--- config.mk ---
export PLATFORM = sky130hd
export DESIGN_NAME = pcr_cfg_regs
export DESIGN_NICKNAME = d
export VERILOG_FILES = /design/src/pcr_pkg.sv /design/src/pcr_sticky_reg.sv /design/src/pcr_cfg_regs.sv
export SDC_FILE = /design/constraint.sdc
export NUM_CORES = 1
export LEC_CHECK = 0
export CORE_UTILIZATION = 45
export CTS_CLUSTER_DIAMETER = 50
export DETAILED_ROUTE_END_ITERATION = 6
export DONT_BUFFER_PORTS = 1
export PLACE_DENSITY_LB_ADDON = 0.1
export SYNTH_ARGS = -nofsm -noshare
export SYNTH_HDL_FRONTEND = slang
export SYNTH_SLANG_ARGS = --single-unit
--- constraint.sdc ---
create_clock -name i_sys_clk -period 8.65 [get_ports i_sys_clk]
set_clock_uncertainty 0.2 [all_clocks]
set_input_delay 0.865 -clock i_sys_clk [delete_from_list [all_inputs] [get_ports i_sys_clk]]
set_output_delay 0.865 -clock i_sys_clk [all_outputs]
set_load 0.01 [all_outputs]
--- src/pcr_pkg.sv ---
package pcr_pkg;

    // ------------------------------------------------------------
    // Local register port layout
    // ------------------------------------------------------------
    localparam int          PCR_ADDR_W       = 3;            // Local word index width
    localparam int          PCR_DATA_W       = 32;           // Register data width
    localparam logic [2:0]  PCR_IDX_CMD_STS  = 3'h0;         // Command status register
    localparam logic [2:0]  PCR_IDX_BAR5     = 3'h1;         // BAR5 / BAR5 mask shared slot
    localparam logic [2:0]  PCR_IDX_ERR_CTL  = 3'h2;         // Sticky error control
    localparam logic [2:0]  PCR_IDX_ERR_STS  = 3'h3;         // Sticky error status (W1C)
    localparam logic [2:0]  PCR_IDX_DEV_CTL  = 3'h4;         // Non-sticky device control
    localparam int          PCR_SHADOW_BIT   = 5;            // Shadow-write enable position

    // ------------------------------------------------------------
    // Reset values
    // ------------------------------------------------------------
    localparam logic [31:0] PCR_RST_CMD_STS  = 32'h0000_0000;
    localparam logic [31:0] PCR_RST_BAR5     = 32'h0000_0000;
    localparam logic [31:0] PCR_RST_BAR5_MSK = 32'h0000_0000; // Zero mask: window disabled
    localparam logic [31:0] PCR_RST_ERR_CTL  = 32'h0000_0000;
    localparam logic [31:0] PCR_RST_ERR_STS  = 32'h0000_0000;
    localparam logic [31:0] PCR_RST_DEV_CTL  = 32'h0000_0000;
    localparam logic [31:0] PCR_BAR5_ATTR    = 32'h0000_000F; // Low attribute bits read-only

endpackage : pcr_pkg

--- src/pcr_sticky_reg.sv ---
`timescale 1ns/100ps
`default_nettype none

// Sticky register: only a hard reset clears it
module pcr_sticky_reg
    import pcr_pkg::*;
#(
    parameter logic [31:0] RST_VAL = 32'h0000_0000
) (
    input  wire logic        i_sys_clk,
    input  wire logic        i_sys_rst,
    input  wire logic        i_we,
    input  wire logic [31:0] i_wdata,
    input  wire logic [31:0] i_set,
    input  wire logic        i_w1c,
    output logic      [31:0] o_q
);

    // ------------------------------------------------------------
    // Storage
    // ------------------------------------------------------------
    logic [31:0] val_ff;   // Held value
    logic [31:0] nxt_val;  // Next value
    logic [31:0] w1c_data; // Value after a software write

    // Set wins over a clear in the same cycle
    assign w1c_data = i_w1c ? (val_ff & ~i_wdata) : i_wdata;
    assign nxt_val  = (i_we ? w1c_data : val_ff) | i_set;
    assign o_q      = val_ff;

    // Hard reset is the sole clear; soft and hot resets never reach here
    always_ff @(posedge i_sys_clk or posedge i_sys_rst) begin
        if (i_sys_rst) begin
            val_ff <= RST_VAL;
        end else begin
            val_ff <= nxt_val;
        end
    end

endmodule // pcr_sticky_reg

`default_nettype wire

--- src/pcr_cfg_regs.sv ---
// Operation
// - BAR5 window disabled until mask programmed
// - Sticky bits survive hot reset
// - Sticky bits survive soft reset
// - Soft reset restores non-sticky bits
// - Hard reset clears sticky and non-sticky
`timescale 1ns/100ps
`default_nettype none

module pcr_cfg_regs
    import pcr_pkg::*;
(
    input  wire logic                  i_sys_clk,      // 50 MHz system clock
    input  wire logic                  i_sys_rst,      // Hard reset, async high
    input  wire logic                  i_soft_rst,     // Soft reset, sync pulse
    input  wire logic                  i_hot_rst,      // Hot reset from link, sync pulse
    input  wire logic                  i_endpoint_role,// High when acting as endpoint
    input  wire logic                  i_loc_we,       // Local write strobe
    input  wire logic                  i_loc_re,       // Local read strobe
    input  wire logic [PCR_ADDR_W-1:0] i_loc_addr,     // Local word index
    input  wire logic [31:0]           i_loc_wdata,    // Local write data
    input  wire logic                  i_lnk_we,       // Link-side write strobe
    input  wire logic [PCR_ADDR_W-1:0] i_lnk_addr,     // Link-side word index
    input  wire logic [31:0]           i_lnk_wdata,    // Link-side write data
    input  wire logic [31:0]           i_err_event,    // Error events into sticky status
    output logic      [31:0]           o_loc_rdata,    // Local read data
    output logic                       o_loc_rvalid,   // Read data valid pulse
    output logic      [31:0]           o_bar5_mask,    // Effective BAR5 mask
    output logic                       o_bar5_en,      // BAR5 window enabled
    output logic                       o_shadow_write_enable // Shadow bit state
);

    // ------------------------------------------------------------
    // Register state
    // ------------------------------------------------------------
    logic [31:0] cmd_sts_ff;   // Non-sticky command status
    logic [31:0] bar5_ff;      // Non-sticky BAR5 base
    logic [31:0] bar5_msk_ff;  // BAR5 mask, non-sticky
    logic [31:0] dev_ctl_ff;   // Non-sticky device control
    logic [31:0] err_ctl_q;    // Sticky error control
    logic [31:0] err_sts_q;    // Sticky error status
    logic [31:0] rdata_ff;     // Read data register
    logic        rvalid_ff;    // Read valid register

    // ------------------------------------------------------------
    // Decode
    // ------------------------------------------------------------
    wire         shadow_on  = cmd_sts_ff[PCR_SHADOW_BIT];
    wire         wr_cmd     = i_loc_we && (i_loc_addr == PCR_IDX_CMD_STS);
    wire         wr_bar5_sl = i_loc_we && (i_loc_addr == PCR_IDX_BAR5);
    // Shadow bit steers the shared slot
    wire         wr_msk     = wr_bar5_sl && shadow_on;
    wire         wr_bar     = wr_bar5_sl && !shadow_on;
    // Link writes to BAR5 hit the base, never the mask
    wire         lnk_bar    = i_lnk_we && (i_lnk_addr == PCR_IDX_BAR5);
    wire         wr_dev     = i_loc_we && (i_loc_addr == PCR_IDX_DEV_CTL);
    wire         wr_ectl    = i_loc_we && (i_loc_addr == PCR_IDX_ERR_CTL);
    wire         wr_ests    = i_loc_we && (i_loc_addr == PCR_IDX_ERR_STS);
    // Soft and hot resets reinitialise only non-sticky state
    wire         nst_clr    = i_soft_rst || i_hot_rst;
    wire [31:0]  bar5_wval  = (lnk_bar ? i_lnk_wdata : i_loc_wdata) & ~PCR_BAR5_ATTR;
    wire [31:0]  bar5_rd    = shadow_on ? bar5_msk_ff : (bar5_ff | PCR_BAR5_ATTR);
    wire [31:0]  rd_mux     =
        (i_loc_addr == PCR_IDX_CMD_STS) ? cmd_sts_ff :
        (i_loc_addr == PCR_IDX_BAR5)    ? bar5_rd    :
        (i_loc_addr == PCR_IDX_ERR_CTL) ? err_ctl_q  :
        (i_loc_addr == PCR_IDX_ERR_STS) ? err_sts_q  :
        (i_loc_addr == PCR_IDX_DEV_CTL) ? dev_ctl_ff : 32'h0000_0000;
    // Zero mask means a disabled window; boot leaves it zero
    wire         nxt_bar5_en = i_endpoint_role && (bar5_msk_ff != 32'h0000_0000);

    // ------------------------------------------------------------
    // Non-sticky registers
    // ------------------------------------------------------------
    // Soft/hot reset beats a same-cycle write: reset is the stronger event
    always_ff @(posedge i_sys_clk or posedge i_sys_rst) begin
        if (i_sys_rst) begin
            cmd_sts_ff  <= PCR_RST_CMD_STS;
            bar5_ff     <= PCR_RST_BAR5;
            bar5_msk_ff <= PCR_RST_BAR5_MSK;
            dev_ctl_ff  <= PCR_RST_DEV_CTL;
        end else if (nst_clr) begin
            cmd_sts_ff  <= PCR_RST_CMD_STS;
            bar5_ff     <= PCR_RST_BAR5;
            bar5_msk_ff <= PCR_RST_BAR5_MSK;
            dev_ctl_ff  <= PCR_RST_DEV_CTL;
        end else begin
            if (wr_cmd) begin
                cmd_sts_ff <= i_loc_wdata;
            end
            if (wr_bar || lnk_bar) begin
                bar5_ff <= bar5_wval;
            end
            if (wr_msk) begin
                bar5_msk_ff <= i_loc_wdata;
            end
            if (wr_dev) begin
                dev_ctl_ff <= i_loc_wdata;
            end
        end
    end

    // ------------------------------------------------------------
    // Sticky registers: no soft or hot reset input at all
    // ------------------------------------------------------------
    pcr_sticky_reg #(
        .RST_VAL (PCR_RST_ERR_CTL)
    ) u_err_ctl (
        .i_sys_clk (i_sys_clk),
        .i_sys_rst (i_sys_rst),
        .i_we      (wr_ectl),
        .i_wdata   (i_loc_wdata),
        .i_set     (32'h0000_0000),
        .i_w1c     (1'b0),
        .o_q       (err_ctl_q)
    );

    pcr_sticky_reg #(
        .RST_VAL (PCR_RST_ERR_STS)
    ) u_err_sts (
        .i_sys_clk (i_sys_clk),
        .i_sys_rst (i_sys_rst),
        .i_we      (wr_ests),
        .i_wdata   (i_loc_wdata),
        .i_set     (i_err_event),
        .i_w1c     (1'b1),
        .o_q       (err_sts_q)
    );

    // ------------------------------------------------------------
    // Outputs, all registered
    // ------------------------------------------------------------
    always_ff @(posedge i_sys_clk or posedge i_sys_rst) begin
        if (i_sys_rst) begin
            rdata_ff              <= 32'h0000_0000;
            rvalid_ff             <= 1'b0;
            o_bar5_mask           <= PCR_RST_BAR5_MSK;
            o_bar5_en             <= 1'b0;
            o_shadow_write_enable <= 1'b0;
        end else begin
            rdata_ff              <= i_loc_re ? rd_mux : 32'h0000_0000;
            rvalid_ff             <= i_loc_re;
            o_bar5_mask           <= bar5_msk_ff;
            o_bar5_en             <= nxt_bar5_en;
            o_shadow_write_enable <= shadow_on;
        end
    end

    assign o_loc_rdata  = rdata_ff;
    assign o_loc_rvalid = rvalid_ff;

    // ------------------------------------------------------------
    // Checks
    // ------------------------------------------------------------
    a_sticky_hot_keep: assert property (@(posedge i_sys_clk) disable iff (i_sys_rst)
        (i_hot_rst || i_soft_rst) && !i_loc_we && i_err_event == 32'h0000_0000
        |=> err_sts_q == $past(err_sts_q) && err_ctl_q == $past(err_ctl_q))
        else $error("sticky bits changed on soft or hot reset");

    a_soft_clr_nst: assert property (@(posedge i_sys_clk) disable iff (i_sys_rst)
        i_soft_rst |=> cmd_sts_ff == PCR_RST_CMD_STS && bar5_msk_ff == PCR_RST_BAR5_MSK
        ##1 o_bar5_en == 1'b0)
        else $error("non-sticky bits not restored by soft reset");

    a_mask_gated_wr: assert property (@(posedge i_sys_clk) disable iff (i_sys_rst)
        wr_bar5_sl && !shadow_on && !nst_clr |=> bar5_msk_ff == $past(bar5_msk_ff))
        else $error("mask changed without shadow enable");

    a_mask_takes_wr: assert property (@(posedge i_sys_clk) disable iff (i_sys_rst)
        wr_msk && !nst_clr |=> bar5_msk_ff == $past(i_loc_wdata)
        ##1 o_bar5_mask == $past(bar5_msk_ff))
        else $error("shadow mask write lost");

    a_link_no_mask: assert property (@(posedge i_sys_clk) disable iff (i_sys_rst)
        lnk_bar && !wr_msk |=> bar5_msk_ff == $past(bar5_msk_ff) || $past(nst_clr))
        else $error("link write reached the mask");

    a_bar5_off_zero: assert property (@(posedge i_sys_clk) disable iff (i_sys_rst)
        bar5_msk_ff == 32'h0000_0000 |=> !o_bar5_en)
        else $error("BAR5 enabled with zero mask");

    a_err_set_wins: assert property (@(posedge i_sys_clk) disable iff (i_sys_rst)
        i_err_event != 32'h0000_0000 |=> (err_sts_q & $past(i_err_event)) == $past(i_err_event))
        else $error("error event lost");

    a_rd_one_cycle: assert property (@(posedge i_sys_clk) disable iff (i_sys_rst)
        i_loc_re && i_loc_addr == PCR_IDX_ERR_STS |=> o_loc_rvalid && o_loc_rdata == $past(err_sts_q))
        else $error("read data mismatch");

    // ------------------------------------------------------------
    // Check helpers
    // ------------------------------------------------------------
    // High from a hard reset until the first clean edge after release;
    // lets a check see reset values without sampling the async pin itself
    logic        hard_seen_ff; // Hard reset seen since the last edge
    always_ff @(posedge i_sys_clk or posedge i_sys_rst) begin
        if (i_sys_rst) begin
            hard_seen_ff <= 1'b1;
        end else begin
            hard_seen_ff <= 1'b0;
        end
    end

    // No disable here: this one must look inside and just after hard reset
    a_hard_clr_all: assert property (@(posedge i_sys_clk)
        hard_seen_ff |-> err_ctl_q == PCR_RST_ERR_CTL && err_sts_q == PCR_RST_ERR_STS
        && cmd_sts_ff == PCR_RST_CMD_STS && bar5_msk_ff == PCR_RST_BAR5_MSK
        && dev_ctl_ff == PCR_RST_DEV_CTL && bar5_ff == PCR_RST_BAR5)
        else $error("hard reset left a register set");

    // Hot reset takes the same path as soft reset for non-sticky state
    a_hot_clr_nst: assert property (@(posedge i_sys_clk) disable iff (i_sys_rst)
        i_hot_rst |=> cmd_sts_ff == PCR_RST_CMD_STS && bar5_ff == PCR_RST_BAR5
        && dev_ctl_ff == PCR_RST_DEV_CTL && bar5_msk_ff == PCR_RST_BAR5_MSK)
        else $error("non-sticky bits not restored by hot reset");

    a_soft_keep_ctl: assert property (@(posedge i_sys_clk) disable iff (i_sys_rst)
        i_soft_rst && !wr_ectl |=> err_ctl_q == $past(err_ctl_q))
        else $error("sticky control changed on soft reset");

endmodule // pcr_cfg_regs

`default_nettype wire

; ---- After elaboration in Yosys (flattened, before gate mapping)
; Cells that the tools add are included.
[totals]
reg_bits = 259
in_bits = 110
out_inout_bits = 67
wordCells = 54
[classes]
eq_ne = 5
mux = 17
bitwise = 3
n_reduce_logical = 18
[op_table]
columns = operator, n
row1 = $mux 32, 17
row2 = $and 32x32->32, 1
row3 = $not 32->32, 1
row4 = $or 32x32->32, 1
row5 = $reduce_bool 32->1, 1
row6 = $logic_and 1x1->1, 9
row7 = $reduce_bool 2->1, 4
row8 = $eq 3x1->1 const B, 2
row9 = $eq 3x2->1 const B, 2
row10 = $eq 3x3->1 const B, 1
row11 = $logic_not 3->1, 1
row12 = $logic_or 1x1->1, 2
row13 = $logic_not 1->1, 1

; ---- Depth between registers and ports, before layout
; Gate-level depths: netlist of the first run.
[depth]
depth_word = 7
ltp_mapped = 7
ltp_nobuf = 4

; ---- By module
; From an unflattened synthesis of the first run, not the netlist that was laid out.
[unflattened]
hier_cells = 1136
hier_area_um2 = 11353.4
[modules_own_cells]
columns = mod, instances, cells_per_inst, area_per_inst_um2, seq_area_each_um2
row1 = pcr_cfg_regs, 1, 918, 8530.7, 4779.6
row2 = pcr_sticky_reg, 2, 109, 1411.4, 800.8

; ---- Worst setup path before layout of the first run
; Ideal clock, no wire load.
[synth_timing]
path_type = input to register
from = input i_loc_addr[0]
to = register cmd_sts_ff[20]
setup_ps = 136
arrival_time_ps = 1982
path_slack_ps = 6332
cell_stages = 7
n_path_buf = 3
cell_sequence = buf_2 > or3_1 > or2_1 > buf_2 > buf_6 > nand2_1 > a21oi_1
[synth_via]
elab_chain_len = 3
[synth_rtl]
columns = element, line
row1 = "start, declared", pcr_cfg_regs.sv:20  ; input wire logic [PCR_ADDR_W-1:0] i_loc_addr,
row2 = $logic_not 3->1, pcr_cfg_regs.sv:49  ; wire wr_cmd = i_loc_we && (i_loc_addr == PCR_IDX_CMD_STS);
row3 = $logic_and 1x1->1, pcr_cfg_regs.sv:49
row4 = $reduce_bool 2->1 (no source line), -
row5 = "end signal, assigned", pcr_cfg_regs.sv:89  ; cmd_sts_ff <= i_loc_wdata;
row6 = "end, declared", pcr_cfg_regs.sv:36  ; logic [31:0] cmd_sts_ff;
; No other way between the ends.
; A chain may end at the register's enable or synchronous reset.

; ---- Final worst setup path of the first run
[layout_timing]
from = input i_loc_addr[1]
to = register cmd_sts_ff[26]
; Same word-level chain as after synthesis.

==> summary.txt, run 1 <==
Worst setup path
  – RR Endpoint: bar5_msk_ff[27]
  – FF-to-FF path depth: 4
  – Critical path endpoint category: flop
  – Critical Path Stages: 6
  – Max incr delay on CP: about 0.71 ns
  – End point of the critical path: cmd_sts_ff[26]
  – CP arrival: roughly 3.2 ns
  – Cell mode on critical path: buf_4
  – R2r startpoint: cmd_sts_ff[5]
  – Crit path max-delay cell type: or3_1
  – CP Launch Type: primary input
  – CP max FO: 34
  – Crit path from: i_loc_addr[1]
  – CP Cell Sequence: or3_1 -> buf_4 -> nor2_2 -> buf_4 -> nand2_1 -> a21oi_1
  – Reg-to-reg setup timing slack: 6.18 ns
  – CP Buf/Inv Count: 2
  – Crit-path leading delay family: simple AND/OR/NAND/NOR gates
  – CP Class: in -> reg
  – CP required: slightly below 9 ns

Floorplanning
  – Total die area: around 25,000 um2
  – DIE HEIGHT: about 160 um
  – Placeable core area: about 24,000 um2
  – Die width: about 160 um
  – I/O Pins: ~180
  – FP Rows: 56
  – Initial Util: between 40% and 50%

STA
  – Final worst-path cycle share: around 34%
  – Final hold violations: 0
  – Post-route minimum period: approximately 3.0 ns
  – Tightest Pin Transition: 1.17 ns
  – Maximum clock frequency: between 0.3 and 0.4 GHz
  – RSZ-0062 raised after global routing: false
  – Max-slew headroom: 22.0%
  – Slew Viols, Final: 0
  – TNS Setup: 0 ns
  – Setup-failing EPs final: 0

Clock network
  – CTS H-Tree Depth: 1
  – CTS tree: built
  – Post-CTS Setup Inserts: 0
  – Clock slew seen by the registers of the worst setup and hold paths: ~0.06 ns
  – CTS root buf: clkbuf_16
  – TritonCTS buffer count: 31
  – CTS Sinks: 255
  – Clock Path Buffers: 3
  – Cts hold-fix bufs: 0
  – CTS-repair resized insts: 0
  – Latest clock arrival within the worst-skew pair: about 0.55 ns

Logic synthesis
  – Top cells by count, synth: nand2_1, dfrtp_1, a21oi_1, o21ai_0, clkbuf_1
  – Sequential share of the synthesized area: between 50% and 60%
  – Primary FF master, synth: dfrtp_1
  – Library cells used by synthesis: 37
  – Synth area leaders: dfrtp_1, nand2_1, a21oi_1
  – Synth warn: 0
  – Largest area contributor in the netlist: dfrtp_1
  – Post-synth net total: between 1,000 and 1,500
  – Async S/R FF share, synth: 100%
  – Number of synthesized register bits: 255
  – Netlist Area Pre-Place: 10,800 um2
  – Yosys top cell area share: about three fifths
  – EDFF count, synth: 0
  – Syn Inst Count: about 1,100
  – Avg Cell Area, Syn: 9.71 um2
  – Most common cell in the netlist: nand2_1

Run
  – Max cap viols: 0

Routing
  – DRC: 0
  – DR vias: around 8,100
  – 1st-iter DRT viols: ~670
  – Per-cell routed wire length: between 20 and 25 um
  – Pre-antenna DRT Iters: 7
  – Total wire length: 31.3 mm
  – Post-DRT Antenna Nets: 0
  – Vias per cell: 5.72

Placed design
  – GPL Wtd Cong: between 0.7 and 0.8
  – Port Buf Inserts: 0
  – DP Area: between 10,000 and 15,000 um2
  – Detail Placement HPWL: ~18 mm

Finish
  – Reg area: ~6400 um2
  – Synth-to-Final Area Change: 11.2%
  – Post-route cell area: roughly 12,000 um2
  – Area of the multi-input gates: roughly 4000 um2
  – Fin nets: around 1,200
  – Core Util, Final: 51.1%
  – Antenna cell count: 0
  – Fraction of layout cells with a size suffix above 1: between 9 and 10%
  – Fillers: about 2,200

Power
  – Total power: around 0.0027 W
  – Pwr per Cell Area: between 200 and 250 nW/um2
  – Peak supply drop: around 0.17 mV
  – LEAKAGE: 4.98 nW

GRT
  – Largest net degree at the start of global routing: 110
  – First-pass GRT wire length: between 40 and 50 mm
  – Vias in the first global route: about 8,100
  – GRT Overall Usage: a little over a quarter
  – Initial antenna violation count: 4
  – GR Overflow Total: 0

Hold path
  – Hold Path Class: in -> async

Outcome
  – Status: finished, final reports clean
registers in the layout (all words and copies together), names as in the netlist:
name,count
bar5_msk_ff,32
cmd_sts_ff,32
dev_ctl_ff,32
o_bar5_mask,32
o_loc_rdata,32
u_err_ctl.o_q,32
u_err_sts.o_q,32
bar5_ff,28
o_bar5_en,1
o_loc_rvalid,1
o_shadow_write_enable,1
worst min-delay path by stage:
stage,to,cells after the start,start
CTS,bar5_ff[9],1,i_sys_rst
global route,o_loc_rvalid,0,i_loc_re
global placement,o_bar5_mask[16],0,bar5_msk_ff[16]
finish,o_bar5_mask[8],1,i_sys_rst
floorplan,o_shadow_write_enable,0,cmd_sts_ff[5]
detailed placement,o_bar5_mask[22],0,bar5_msk_ff[22]
layer usage:
metal	share of wire [%]	GRT usage, %	vias to the layer above
met2	46	41.9	260
met3	6.4	4.93	56
li1	-	-	3751
met5	0.070	0	-
met4	2.2	6.98	4
met1	45	37.1	4045
layout by cell type, fill, tap and decap left out, types with 17 or more instances in the layout:
cell type  instances
nand2_1          317
o22ai_1           28
a21o_1            32
clkbuf_16         31
a21oi_1           96
o21ai_0           80
inv_1             29
buf_4             17
dfrtp_1          254
nor2_1            29
mux2_2            32
a222oi_1          28
nor2b_1           28
a31oi_1           28
layout make-up:
cell class | count | share of cell area (%)
clock buffers | 46 | 7.66
clock inverters | 8 | 0.977
inverters | 31 | 1.03
multi-input cells | 744 | 33.0
flip-flops and latches | 255 | 53.0
well taps | 319 | 3.31
repair buffers | 17 | 1.06
cells by family (layout without fill, tap and decap cells):
family          Yosys count  in the layout  share of synthesized area, %
flops                   255            255                          58.9
simple gates            407            407                          15.9
buf+inv                 116            102                          4.64
compound gates          301            301                          16.8
mux                      36             36                          3.74
stage by stage:
step	worst slack, ns	std cells	hold WS, ns
after floorplan	0.572	1115	0.149
after detailed placement	5.14	1366	0.222
after global routing	5.60	1420	0.123
after CTS	5.71	1420	0.128
final	5.67	1420	0.0981
after global placement	5.16	1366	0.214
where the power goes:
part / total, W / internal, W / switching [W]
sequential: 0.00127 / 0.00124 / 0.0000236
combinational: 0.000166 / 0.0000573 / 0.000108
clock: 0.00131 / 0.000817 / 0.000496
worst reg2reg max path: stages (launching register included):
cell	delay, ns
dfrtp_2	1.02
and4_1	0.46
buf_4	0.44
nand2_1	0.13
a21oi_1	0.13
No activity file was read; power rests on OpenSTA's default activity.
==> run 2, diff against run 1 <==
==> constraint.sdc (replaced) <==
create_clock -name i_sys_clk -period 3.01 [get_ports i_sys_clk]
set_clock_uncertainty 0.2 [all_clocks]
set_input_delay 0.301 -clock i_sys_clk [delete_from_list [all_inputs] [get_ports i_sys_clk]]
set_output_delay 0.301 -clock i_sys_clk [all_outputs]
set_load 0.01 [all_outputs]
==> run 2 against run 1 <==
  * Critical path depth up 1
  * Global-route usage up 1.7 points
  * Worst setup slack worse by 5.5 ns
  * Die area did not move
  * Highest routed layer is now met4
  * Core utilization rose by 7.7 points
  * Via count is 9.9% higher
  * First-iteration DRC count rose by 5.2%
  * Final area is 15% higher
==> summary.txt, run 2 (synthesized netlist as in run 1, its figures left out) <==
Outcome
  – Status: finished, final reports clean

STA
  – Hold slack: around 0.012 ns
  – Final hold violations: 0
  – RSZ-0062 raised after global routing: false
  – Maximum clock frequency: 0.358 GHz
  – Final worst-path cycle share: between 90 and 100%
  – Post-route minimum period: ~2.8 ns
  – Tightest Pin Transition: around 1.0 ns
  – Max-slew headroom: between 30% and 40%
  – Slew Viols, Final: 0
  – TNS Setup: 0 ns
  – Setup-failing EPs final: 0

Worst setup path
  – CP Class: in -> reg
  – Cell mode on critical path: dlygate4sd3_1
  – R2r startpoint: cmd_sts_ff[5]
  – CP max FO: 30
  – CP Launch Type: primary input
  – Crit-path leading delay family: buffers and inverters
  – Critical path endpoint category: flop
  – CP Buf/Inv Count: 4
  – CP Cell Sequence: dlygate4sd3_1 -> nor4b_4 -> buf_4 -> nand2_1 -> dlygate4sd3_1 -> o21ai_0 -> dlygate4sd3_1
  – CP required: roughly 3.3 ns
  – Max incr delay on CP: approximately 0.78 ns
  – FF-to-FF path depth: 4
  – Crit path max-delay cell type: dlygate4sd3_1
  – CP arrival: approximately 3.1 ns
  – Reg-to-reg setup timing slack: a little under 0.7 ns
  – RR Endpoint: bar5_ff[13]

GRT
  – Initial antenna violation count: 0
  – Largest net degree at the start of global routing: 57
  – First-pass GRT wire length: roughly 52 mm
  – GR Overflow Total: 0
  – Vias in the first global route: 8,899
  – GRT Overall Usage: between 20% and 30%

Routing
  – Per-cell routed wire length: about 21 um
  – Total wire length: between 30 and 40 mm
  – Post-DRT Antenna Nets: 0
  – Vias per cell: 5.59
  – DR vias: 8,921
  – DRC: 0
  – Pre-antenna DRT Iters: 5
  – 1st-iter DRT viols: about 710

Floorplanning
  – Initial Util: between 40% and 50%
  – Placeable core area: approximately 24,000 um2
  – Die width: around 160 um
  – Total die area: about 25,000 um2
  – DIE HEIGHT: around 160 um
  – I/O Pins: roughly 180
  – FP Rows: 56

Power
  – Int Pwr: roughly 0.0062 W
  – Clock network fraction of design power: 46.8%
  – Flop pwr share: approximately 44%
  – Switching Fraction: roughly 24%
  – Pwr per Cell Area: approximately 590 nW/um2
  – Combinational power share: slightly below 9%
  – Net Sw Power: just under 0.002 W
  – Peak supply drop: 0.551 mV
  – LEAKAGE: roughly 5.6 nW

Clock network
  – CTS tree: built
  – Clock Path Buffers: 3
  – CTS root buf: clkbuf_16
  – CTS Sinks: 255
  – Post-CTS Setup Inserts: 0
  – Latest clock arrival within the worst-skew pair: roughly 0.56 ns
  – Cts hold-fix bufs: 157
  – Clock slew seen by the registers of the worst setup and hold paths: around 0.060 ns
  – CTS H-Tree Depth: 1
  – TritonCTS buffer count: 31
  – CTS-repair resized insts: 0

Hold path
  – WHS Endpoint: bar5_ff[31]
  – Hold Path Class: in -> reg
  – WHS Path Cells: 4
  – Hold Path Origin: i_hot_rst

Finish
  – Area of the multi-input gates: a little under 4000 um2
  – Antenna cell count: 0
  – Fin nets: between 1,000 and 1,500
  – Most common cell after layout, fill and taps aside: nand2_1
  – Fraction of layout cells with a size suffix above 1: approximately 10%
  – Synth-to-Final Area Change: 27.9%
  – Fillers: a little over 2,000
  – Reg area: approximately 6400 um2
  – Most frequent cells in the layout: nand2_1, dfrtp_1, dlygate4sd3_1

Placed design
  – Detail Placement HPWL: roughly 19 mm
  – Port Buf Inserts: 0
  – GPL Wtd Cong: between 0.7 and 0.8

Run
  – Max cap viols: 0
run 2: cell count changes in the layout (fill, tap and decap cells not counted):
| cell | delta |
|---|---|
| buf_12 | +9 |
| clkinv_4 | +3 |
| inv_6 | +1 |
| dlygate4sd3_1 | +154 |
| bufinv_16 | +1 |
| buf_4 | +10 |
| clkinvlp_4 | +4 |
| clkbuf_8 | -5 |
| inv_8 | -1 |
| clkbuf_1 | -1 |
run 2: final cells by class:
| type | instances | area share [%] |
|---|---|---|
| Clock buffer | 40 | 6.13 |
| Clock inverter | 16 | 1.48 |
| Inverter | 31 | 0.867 |
| Multi-Input combinational cell | 744 | 28.7 |
| Sequential cell | 255 | 46.1 |
| Tap cell | 319 | 2.88 |
| Timing Repair Buffer | 190 | 13.9 |
run 2: layer usage:
metal	global-route usage (%)	vias up	routed length, um
li1	-	4103	-
met2	45.8	300	16100
met5	0	-	0
met3	4.82	61	2090
met4	8.32	0	827
met1	38.4	4457	15000
run 2: worst max-delay path by stage:
stage,start,end,cells after the start
after floorplan,i_sys_rst,bar5_ff[10],1
after global placement,cmd_sts_ff[5],bar5_ff[7],4
after detailed placement,cmd_sts_ff[5],bar5_ff[13],4
after CTS,i_loc_addr[0],u_err_ctl.o_q[9],7
after global routing,i_loc_addr[0],u_err_ctl.o_q[9],7
final,i_loc_addr[0],u_err_ctl.o_q[9],7
run 2: per-stage QoR:
| step | setup WS [ns] | util (%) | power (W) | instance area [um2] | instances |
|---|---|---|---|---|---|
| CTS | 0.272 | 58.8 | 0.00823 | 13800 | 1595 |
| finish | 0.218 | 58.8 | 0.00820 | 13800 | 1595 |
| global placement | 0.743 | 47.5 | 0.00419 | 11200 | 1382 |
| floorplan | -0.849 | - | 0.00407 | 10800 | 1115 |
| detailed placement | 0.709 | 47.5 | 0.00420 | 11200 | 1382 |
| global route | 0.0953 | 58.8 | 0.00848 | 13800 | 1595 |
run 2: power by group through the flow:
stage / Clock [W] / Combinational (W) / Sequential, W
2_1_floorplan: 0 / 0.000390 / 0.00369
3_3_place_gp: 0 / 0.000495 / 0.00370
3_5_place_dp: 0 / 0.000501 / 0.00370
4_1_cts: 0.00387 / 0.000720 / 0.00364
5_1_grt: 0.00403 / 0.000799 / 0.00365
6_report: 0.00384 / 0.000722 / 0.00364
run 2: worst min-delay path, stage by stage:
cell	delay [ns]
nor2_2	0.02
buf_4	0.23
o21ai_0	0.12
a31oi_1	0.05
